$ cat src/core/per_defs.vh
// How it works
// - Bad parameter reports 2000 plus its number
// - Start with missing program raises 3000
// - Program without end command raises 3001
// - Set value past 32 bits: local 3003
// - Set value out of range raises 3004
// - Missing or foreign-axis operand raises 3005
// - Missing call or jump label raises 3006
// - Call nest over 15 or unpaired: 3007
// - Repeat nest over 15 or unpaired: 3008
// - Indirect program number out of range: 3009
// - Mixed axes in independent program: global 3010
// - No positioning-complete at servo check: 4002
// - Amplifier ready missing raises local 4003
// - Position data fail 4006, limit 4004, flashing
// - Critical faults 9000 to 9003 always global
// - Global error flags and halts both axes
// - Local error flags only its own axis
// - Local X or Y error in simultaneous mode halts both
// - Local X or Y error in independent mode halts one
// - Per-slot error flag and stored code
`ifndef PER_DEFS_VH
`define PER_DEFS_VH

`define PER_CLK_NS          10
`define PER_END_CHECK_MS    100
`define PER_END_CHECK_CYC   ((`PER_END_CHECK_MS * 1000000) / `PER_CLK_NS)
`define PER_BLINK_MS        250
`define PER_BLINK_CYC       ((`PER_BLINK_MS * 1000000) / `PER_CLK_NS)
`define PER_NEST_MAX        5'h0F
`define PER_PARAM_MAX       6'h38

`define PER_CODE_NONE       16'h0000
`define PER_CODE_PARAM      16'h2000
`define PER_CODE_NO_PROG    16'h3000
`define PER_CODE_NO_END     16'h3001
`define PER_CODE_OVERFLOW   16'h3003
`define PER_CODE_RANGE      16'h3004
`define PER_CODE_OPERAND    16'h3005
`define PER_CODE_LABEL      16'h3006
`define PER_CODE_CALL       16'h3007
`define PER_CODE_REPEAT     16'h3008
`define PER_CODE_INDIRECT   16'h3009
`define PER_CODE_AXIS_MIX   16'h3010
`define PER_CODE_SERVO_END  16'h4002
`define PER_CODE_SERVO_RDY  16'h4003
`define PER_CODE_LIMIT      16'h4004
`define PER_CODE_ABS_XFER   16'h4006
`define PER_CODE_MEMORY     16'h9000
`define PER_CODE_SUM        16'h9001
`define PER_CODE_WATCHDOG   16'h9002
`define PER_CODE_HARDWARE   16'h9003
`define PER_CLASS_EXT       4'h4

`endif

$ cat src/core/per_reporter.v
`timescale 1ns/1ps
`include "per_defs.vh"
module per_reporter
#(
  parameter END_CHECK_CYCLES = `PER_END_CHECK_CYC,
  parameter BLINK_CYCLES     = `PER_BLINK_CYC
)
(
  input  wire        core_clk,
  input  wire        rst,
  input  wire        simulMode,
  input  wire        autoMode,
  input  wire        manualOperatingMode,
  input  wire        stopCmd,
  input  wire [2:0]  errReset,
  input  wire [2:0]  paramErr,
  input  wire [5:0]  paramNum,
  input  wire [2:0]  startReq,
  input  wire [2:0]  progExists,
  input  wire [2:0]  lastIsProgramEndCommand,
  input  wire [2:0]  setOverflow,
  input  wire [2:0]  setOutOfRange,
  input  wire [2:0]  operandMissing,
  input  wire [2:0]  operandOtherAxis,
  input  wire [2:0]  labelMissing,
  input  wire [14:0] callDepth,
  input  wire [2:0]  callUnpaired,
  input  wire [14:0] repeatDepth,
  input  wire [2:0]  repeatUnpaired,
  input  wire [2:0]  indirectOutOfRange,
  input  wire [2:0]  bothAxisCmd,
  input  wire [1:0]  endCheckStart,
  input  wire [1:0]  axisEnabled,
  input  wire [1:0]  absolutePositionDataFail,
  input  wire [1:0]  posCompletePin,
  input  wire [1:0]  servoReadyPin,
  input  wire [1:0]  limitPin,
  input  wire        memFault,
  input  wire        sumFault,
  input  wire        watchdogExpire,
  input  wire        hwFault,
  output wire [2:0]  errFlag,
  output wire [15:0] errCodeX,
  output wire [15:0] errCodeY,
  output wire [15:0] errCodeSub,
  output reg  [1:0]  haltAxis,
  output reg  [1:0]  errLed,
  output reg         cpuFaultLed
);
  wire [5:0]  pinSync;
  wire [1:0]  posComplete;
  wire [1:0]  servoReady;
  wire [1:0]  limitHit;
  wire [47:0] slotCode;
  reg  [23:0] endCnt_reg [0:1];
  reg  [23:0] endCnt_next [0:1];
  reg  [1:0]  endFail_reg;
  reg  [1:0]  endFail_next;
  reg  [24:0] blinkCnt_reg;
  reg         blink_reg;
  reg  [18:0] cond [0:2];
  reg  [16:0] pick [0:2];
  reg  [2:0]  capture;
  reg  [47:0] captureCode;
  reg         anyGlobal;
  reg  [15:0] globalCode;
  reg         clearAll;
  integer     s;
  integer     e;

  // Six-bit binary to two-digit packed decimal
  function [7:0] toBcd;
    input [5:0] n;
    reg   [5:0] tens;
    reg   [5:0] ones;
    begin
      tens  = n / 6'h0A;
      ones  = n - tens * 6'h0A;
      toBcd = {tens[3:0], ones[3:0]};
    end
  endfunction

  function nestOver;
    input [4:0] depth;
    begin
      nestOver = depth > `PER_NEST_MAX;
    end
  endfunction

  // Highest-priority fault wins: critical, external, program, parameter.
  // Returns {global, code}; scope depends on the operating mode.
  function [16:0] pickCode;
    input [18:0] c;
    input        simul;
    input [5:0]  pnum;
    begin
      if (c[0])
        pickCode = {1'b1, `PER_CODE_MEMORY};
      else if (c[1])
        pickCode = {1'b1, `PER_CODE_SUM};
      else if (c[2])
        pickCode = {1'b1, `PER_CODE_WATCHDOG};
      else if (c[3])
        pickCode = {1'b1, `PER_CODE_HARDWARE};
      else if (c[4])
        pickCode = {1'b0, `PER_CODE_SERVO_END};
      else if (c[5])
        pickCode = {1'b0, `PER_CODE_SERVO_RDY};
      else if (c[6])
        pickCode = {1'b0, `PER_CODE_LIMIT};
      else if (c[7])
        pickCode = {1'b0, `PER_CODE_ABS_XFER};
      else if (c[8])
        pickCode = {simul, `PER_CODE_NO_PROG};
      else if (c[9])
        pickCode = {simul, `PER_CODE_NO_END};
      else if (c[10])
        pickCode = {1'b0, `PER_CODE_OVERFLOW};
      else if (c[11])
        pickCode = {1'b0, `PER_CODE_RANGE};
      else if (c[12])
        pickCode = {1'b0, `PER_CODE_OPERAND};
      else if (c[13])
        pickCode = {simul, `PER_CODE_LABEL};
      else if (c[14])
        pickCode = {simul, `PER_CODE_CALL};
      else if (c[15])
        pickCode = {simul, `PER_CODE_REPEAT};
      else if (c[16])
        pickCode = {simul, `PER_CODE_INDIRECT};
      else if (c[17])
        pickCode = {1'b1, `PER_CODE_AXIS_MIX};
      else if (c[18])
        pickCode = {1'b0, `PER_CODE_PARAM | {8'h00, toBcd(pnum)}};
      else
        pickCode = {1'b0, `PER_CODE_NONE};
    end
  endfunction

  per_pin_sync #(.W(6)) u_sync
  (
    .core_clk (core_clk),
    .rst      (rst),
    .pinIn    ({limitPin, servoReadyPin, posCompletePin}),
    .pinOut   (pinSync)
  );

  assign posComplete = pinSync[1:0];
  assign servoReady  = pinSync[3:2];
  assign limitHit    = pinSync[5:4];

  // Servo end check: the window opens on the start pulse and fails
  // if positioning-complete never shows before it runs out
  always @*
  begin
    endFail_next = 2'b00;
    for (e = 0; e < 2; e = e + 1)
    begin
      endCnt_next[e] = endCnt_reg[e];
      if (endCheckStart[e])
        endCnt_next[e] = END_CHECK_CYCLES[23:0];
      else if (endCnt_reg[e] != 24'h00_0000)
      begin
        if (posComplete[e])
          endCnt_next[e] = 24'h00_0000;
        else
        begin
          endCnt_next[e] = endCnt_reg[e] - 24'h00_0001;
          endFail_next[e] = (endCnt_reg[e] == 24'h00_0001);
        end
      end
    end
  end

  always @(posedge core_clk)
  begin
    if (rst)
    begin
      endCnt_reg[0] <= 24'h00_0000;
      endCnt_reg[1] <= 24'h00_0000;
      endFail_reg   <= 2'b00;
    end
    else
    begin
      endCnt_reg[0] <= endCnt_next[0];
      endCnt_reg[1] <= endCnt_next[1];
      endFail_reg   <= endFail_next;
    end
  end

  // Fault classification for X, Y and the subtask
  always @*
  begin
    anyGlobal   = 1'b0;
    globalCode  = `PER_CODE_NONE;
    capture     = 3'b000;
    captureCode = 48'h0000_0000_0000;
    clearAll    = manualOperatingMode & stopCmd;
    for (s = 0; s < 3; s = s + 1)
    begin
      cond[s][0]  = memFault;
      cond[s][1]  = sumFault;
      cond[s][2]  = watchdogExpire;
      cond[s][3]  = hwFault;
      cond[s][4]  = (s < 2) ? endFail_reg[s] : 1'b0;
      cond[s][5]  = (s < 2) ? (axisEnabled[s] & ~servoReady[s]) : 1'b0;
      cond[s][6]  = (s < 2) ? limitHit[s] : 1'b0;
      cond[s][7]  = (s < 2) ? absolutePositionDataFail[s] : 1'b0;
      cond[s][8]  = startReq[s] & autoMode & ~progExists[s];
      cond[s][9]  = startReq[s] & autoMode & progExists[s]
                    & ~lastIsProgramEndCommand[s];
      cond[s][10] = setOverflow[s];
      cond[s][11] = setOutOfRange[s];
      cond[s][12] = operandMissing[s] | operandOtherAxis[s];
      cond[s][13] = labelMissing[s];
      cond[s][14] = nestOver(callDepth[s*5 +: 5]) | callUnpaired[s];
      cond[s][15] = nestOver(repeatDepth[s*5 +: 5]) | repeatUnpaired[s];
      cond[s][16] = indirectOutOfRange[s];
      cond[s][17] = bothAxisCmd[s] & ~simulMode;
      cond[s][18] = paramErr[s] & (paramNum <= `PER_PARAM_MAX);
      pick[s]     = pickCode(cond[s], simulMode, paramNum);
      if (pick[s][16] && !anyGlobal)
      begin
        anyGlobal  = 1'b1;
        globalCode = pick[s][15:0];
      end
    end
    // Own fault first; a global fault elsewhere fills the rest
    for (s = 0; s < 3; s = s + 1)
    begin
      if (|cond[s])
      begin
        capture[s] = 1'b1;
        captureCode[s*16 +: 16] = pick[s][15:0];
      end
      else if (anyGlobal)
      begin
        capture[s] = 1'b1;
        captureCode[s*16 +: 16] = globalCode;
      end
    end
  end

  per_err_slot u_slot_x
  (
    .core_clk (core_clk),
    .rst      (rst),
    .capture  (capture[0]),
    .codeIn   (captureCode[15:0]),
    .clear    (errReset[0] | clearAll),
    .errFlag  (errFlag[0]),
    .errCode  (slotCode[15:0])
  );

  per_err_slot u_slot_y
  (
    .core_clk (core_clk),
    .rst      (rst),
    .capture  (capture[1]),
    .codeIn   (captureCode[31:16]),
    .clear    (errReset[1] | clearAll),
    .errFlag  (errFlag[1]),
    .errCode  (slotCode[31:16])
  );

  per_err_slot u_slot_sub
  (
    .core_clk (core_clk),
    .rst      (rst),
    .capture  (capture[2]),
    .codeIn   (captureCode[47:32]),
    .clear    (errReset[2] | clearAll),
    .errFlag  (errFlag[2]),
    .errCode  (slotCode[47:32])
  );

  assign errCodeX   = slotCode[15:0];
  assign errCodeY   = slotCode[31:16];
  assign errCodeSub = slotCode[47:32];

  // Flash clock for external faults; free running so both LEDs stay in step
  always @(posedge core_clk)
  begin
    if (rst)
    begin
      blinkCnt_reg <= 25'h000_0000;
      blink_reg    <= 1'b0;
    end
    else if (blinkCnt_reg >= BLINK_CYCLES[24:0] - 25'h000_0001)
    begin
      blinkCnt_reg <= 25'h000_0000;
      blink_reg    <= ~blink_reg;
    end
    else
      blinkCnt_reg <= blinkCnt_reg + 25'h000_0001;
  end

  // Halt follows the stored flags, so a halt lasts exactly as long as the error
  always @(posedge core_clk)
  begin
    if (rst)
    begin
      haltAxis    <= 2'b00;
      errLed      <= 2'b00;
      cpuFaultLed <= 1'b0;
    end
    else
    begin
      haltAxis[0] <= errFlag[0] | (simulMode & errFlag[1]);
      haltAxis[1] <= errFlag[1] | (simulMode & errFlag[0]);
      errLed[0]   <= errFlag[0] & ((errCodeX[15:12] != `PER_CLASS_EXT) | blink_reg);
      errLed[1]   <= errFlag[1] & ((errCodeY[15:12] != `PER_CLASS_EXT) | blink_reg);
      cpuFaultLed <= (errCodeX == `PER_CODE_WATCHDOG) | (errCodeY == `PER_CODE_WATCHDOG)
                     | (errCodeSub == `PER_CODE_WATCHDOG);
    end
  end
endmodule

$ cat src/core/per_pin_sync.v
`timescale 1ns/1ps
module per_pin_sync
#(
  parameter W = 6
)
(
  input  wire         core_clk,
  input  wire         rst,
  input  wire [W-1:0] pinIn,
  output reg  [W-1:0] pinOut
);
  reg [W-1:0] stage1_reg;
  reg [W-1:0] stage2_reg;
  reg [W-1:0] stage3_reg;

  // A change is accepted only when the second and third stages agree.
  // Stages keep sampling through reset so the output starts at the pin's level;
  // a cleared output would read as a dropped ready pin right after reset.
  always @(posedge core_clk)
  begin
    stage1_reg <= pinIn;
    stage2_reg <= stage1_reg;
    stage3_reg <= stage2_reg;
    if (rst)
      pinOut <= stage2_reg;
    else
      pinOut <= (stage2_reg & stage3_reg) | (pinOut & (stage2_reg ^ stage3_reg));
  end
endmodule

$ cat src/core/per_err_slot.v
`timescale 1ns/1ps
`include "per_defs.vh"
module per_err_slot
(
  input  wire        core_clk,
  input  wire        rst,
  input  wire        capture,
  input  wire [15:0] codeIn,
  input  wire        clear,
  output reg         errFlag,
  output reg  [15:0] errCode
);
  // First fault is kept; a fault arriving with the clear still lands
  always @(posedge core_clk)
  begin
    if (rst)
    begin
      errFlag <= 1'b0;
      errCode <= `PER_CODE_NONE;
    end
    else if (capture && (!errFlag || clear))
    begin
      errFlag <= 1'b1;
      errCode <= codeIn;
    end
    else if (clear)
    begin
      errFlag <= 1'b0;
      errCode <= `PER_CODE_NONE;
    end
  end
endmodule

$ cat config.mk
export PLATFORM = sky130hd
export DESIGN_NAME = per_reporter
export DESIGN_NICKNAME = d
export VERILOG_FILES = /design/src/core/per_reporter.v /design/src/core/per_pin_sync.v /design/src/core/per_err_slot.v
export VERILOG_INCLUDE_DIRS = /design/src /design/src/core
export SDC_FILE = /design/constraint.sdc
export NUM_CORES = 1
export LEC_CHECK = 0
export BUFFER_PORTS_ARGS = -buffer_cell sky130_fd_sc_hd__buf_4
export CORE_MARGIN = 2
export CORE_UTILIZATION = 36
export CTS_BUF_LIST = sky130_fd_sc_hd__clkbuf_16
export DETAILED_ROUTE_END_ITERATION = 16
export PLACE_DENSITY = 0.55
export SYNTH_ARGS = -nofsm -noshare
export SYNTH_HDL_FRONTEND = slang
export SYNTH_HIERARCHICAL = 1
export SYNTH_SLANG_ARGS = --single-unit
$ cat constraint.sdc
create_clock -name core_clk -period 9.8 [get_ports core_clk]
set_input_delay 0.98 -clock core_clk [delete_from_list [all_inputs] [get_ports core_clk]]
set_output_delay 0.98 -clock core_clk [all_outputs]
set_load 0.03 [all_outputs]
==> flow_summary.json <==
{
  "drtIter0Drc": 453,
  "arrival_ns": 5.40,
  "yosysUniqueCellTypes": 70,
  "crit_path_top_delay_cell": "a2111oi_0",
  "min_to": "u_sync/stage2_reg[4]$_DFF_P_",
  "power_density_nw_per_um2": 162,
  "final_cell_mix": "dfxtp_1, buf_4, nor2_1",
  "top_layer_used": "met4",
  "cp.required_ns": 10.13,
  "synth_top_area_share": 0.372,
  "gp_congestion": 0.877,
  "startpoint": "paramNum[3]",
  "postSynthAreaPerCell_sq_um": 8.56,
  "wl_per_cell_um": 15.1,
  "synth_edf_count": 0,
  "largest_reg_flops": 48,
  "netlist_instances": 981,
  "hp-class": "register to register",
  "slew_viol_final": 0,
  "crit_type": "input port to register",
  "portBuffers": 131,
  "dr_wl_met3_um": 1050,
  "cts_tree": "built",
  "routed_wl_um": 21800,
  "cpMostUsedCell": "a21oi_1",
  "wl_met1_um": 10700,
  "dieArea_sq_um": 24600,
  "grt_pass1_vias": 6856,
  "cp_cell_sequence": "buf_4 > nand2b_1 > nand2_1 > nand2_1 > a21oi_1 > ha_1 > nor2b_1 > o221ai_1 > a21oi_1 > inv_1 > ha_1 > fa_1 > or3_1 > a21oi_1 > mux2i_1 > a2111oi_0 > a21oi_1 > o21ai_0 > nand2b_1 > o32ai_2",
  "cts_max_level": 4,
  "syn_area_sq_um": 8400,
  "clkLatencyLatePin_ns": 0.43,
  "slew_headroom": 0.370,
  "hold_depth": 0,
  "cp-start-kind": "input port",
  "worst_slew_pin_slew_ns": 0.945,
  "dr.pass1.iters": 6,
  "status": "finished clean",
  "drive_above_1_share": 0.202,
  "rr_startpoint": "endFail_reg[1]$_SDFF_PP0_",
  "grt_pass1_wl_um": 35300,
  "clkSlewWorstSetupHoldPaths_ns": 0.06,
  "antenna_found_initial": 1,
  "hpwl_um": 16300,
  "synth_seq_area_share": 0.372,
  "setup_ws_ns": 4.74,
  "start_util": 0.369,
  "clock.fmax_mhz": 198,
  "yosys.area.top_type": "dfxtp_1",
  "yosysWarnings": 6,
  "pre_cts_ws_ns": 4.40,
  "area_growth_pct": 22.0,
  "leakagePower_uw": 0.00405,
  "cpPeakStageDelay_ns": 0.65,
  "tns_ns": 0,
  "grt_start_max_net_pins": 83,
  "std_cell_rows": 55,
  "cts_hold_buffers": 0,
  "hold_viol": 0,
  "synth_ff_type": "dfxtp_1",
  "ios": 156,
  "antenna_left": 0,
  "numClockSinks": 156,
  "cts.path.max_buffers": 2,
  "cts-root-buf": "clkbuf_16",
  "r2r_setup_slack_ns": 6.06,
  "irDropWorstVdd_uv": 74.7,
  "ys_seq_elements": 156,
  "fin_worst_skew_ns": 0.0175,
  "die-height_um": 157,
  "finalPower_uw": 1660,
  "die_w_um": 157,
  "dr_wl_met2_um": 9750,
  "regToRegEndpoint": "u_slot_y/errCode[12]$_SDFFE_PP0P_",
  "holdWs_ns": 0.326,
  "finalSetupViolations": 0,
  "cts_resized": 0,
  "routed_via_density": 5.11,
  "fin_crit_sh": 0.516,
  "grt_use_total": 0.180,
  "worst-path-max-fanout": 8,
  "final_common_cell": "dfxtp_1",
  "numCtsBuffers": 17,
  "netlist_top_cells_area": "dfxtp_1, o32ai_2, nor2_1, nand2b_1, inv_1",
  "drc": 0,
  "grt_setup_unrepaired": "false",
  "post-cts-setup-buffers": 0,
  "ff2ff_path_depth": 7,
  "vias": 7377,
  "core_area_sq_um": 22800,
  "hp-start": "u_sync/stage1_reg[4]$_DFF_P_",
  "grt_overflow_total": 0,
  "max-cap-violations": 0,
  "ys_async_sr_fraction": 0,
  "timing.final.crit_period_ns": 5.06,
  "critPathCaptureType": "register",
  "fin_nets": 1232
}
cells in the mapped netlist (9+ instances only):
cell type and n:
xnor2_1 34, inv_1 81, o21a_1 9, xor2_1 31
and3_1 13, nor3_1 48, o32ai_1 19, nor4_1 23
clkbuf_1 18, nand3_1 24, nand2_1 51, dfxtp_1 156
a21oi_1 42, o32ai_2 30, nor2b_1 13, nand4_1 16
nand2b_1 62, ha_1 13, a31oi_1 9, nor2_1 111
nor4b_1 10, o21ai_0 28
how the worst max path moves through the flow:
| stage | end | slack (ns) |
|---|---|---|
| 2_1_floorplan | u_slot_sub/errCode[3]$_SDFFE_PP0P_ | 5.22 |
| 3_3_place_gp | u_slot_x/errCode[3]$_SDFFE_PP0P_ | 4.41 |
| 3_5_place_dp | u_slot_x/errCode[3]$_SDFFE_PP0P_ | 4.40 |
| 4_1_cts | u_slot_x/errCode[3]$_SDFFE_PP0P_ | 4.83 |
| 5_1_grt | u_slot_sub/errCode[3]$_SDFFE_PP0P_ | 4.36 |
| 6_report | u_slot_sub/errCode[3]$_SDFFE_PP0P_ | 4.74 |
power breakdown:
group / switching [uW] / leakage [uW] / total [uW] / internal, uW
clock: 293 / 0.000279 / 650 / 358
sequential: 30.0 / 0.00128 / 698 / 668
combinational: 180 / 0.00249 / 314 / 134
per-layer routing:
layer  GRT usage  vias up
li1            -     3770
met1       0.253     3424
met2       0.274      164
met3      0.0440       19
met4      0.0485        0
met5           0        -
worst max-delay path, delay by kind of cell:
family	cells	cell delay, ns
compound gates	8	2.28
fa+ha+maj	3	0.77
buf+inv	2	0.25
mux	1	0.10
simple gates	6	1.01
cell families (layout without fill, tap and decap cells):
group,after synthesis,count (layout),share of synthesized area
buffers and inverters,114,249,0.0587
DFF,156,156,0.372
adders and majority gates,14,14,0.0217
xor gates and xnor gates,65,65,0.0678
other,1,17,0.000446
muxes,3,3,0.00358
AOI/OAI and AO/OA,208,208,0.209
and+or+nand+nor,420,420,0.267
cell type report:
type                    instances  area [sq um]
repair buffers                133           998
clock buffers                  17           425
flip-flops and latches        156          3120
diodes                          1          2.50
multi-input cells             726          4840
well taps                     313           392
inverters                      84           315
fillers                      2259         12500
clock inverters                15           151
through the flow:
step	cell area, sq um	util	std cells
2_1_floorplan	8460	-	996
3_3_place_gp	9670	0.424	1412
3_5_place_dp	9670	0.424	1412
4_1_cts	10200	0.450	1444
5_1_grt	10200	0.450	1444
6_report	10200	0.450	1445
No activity file was read; power rests on OpenSTA's default activity.
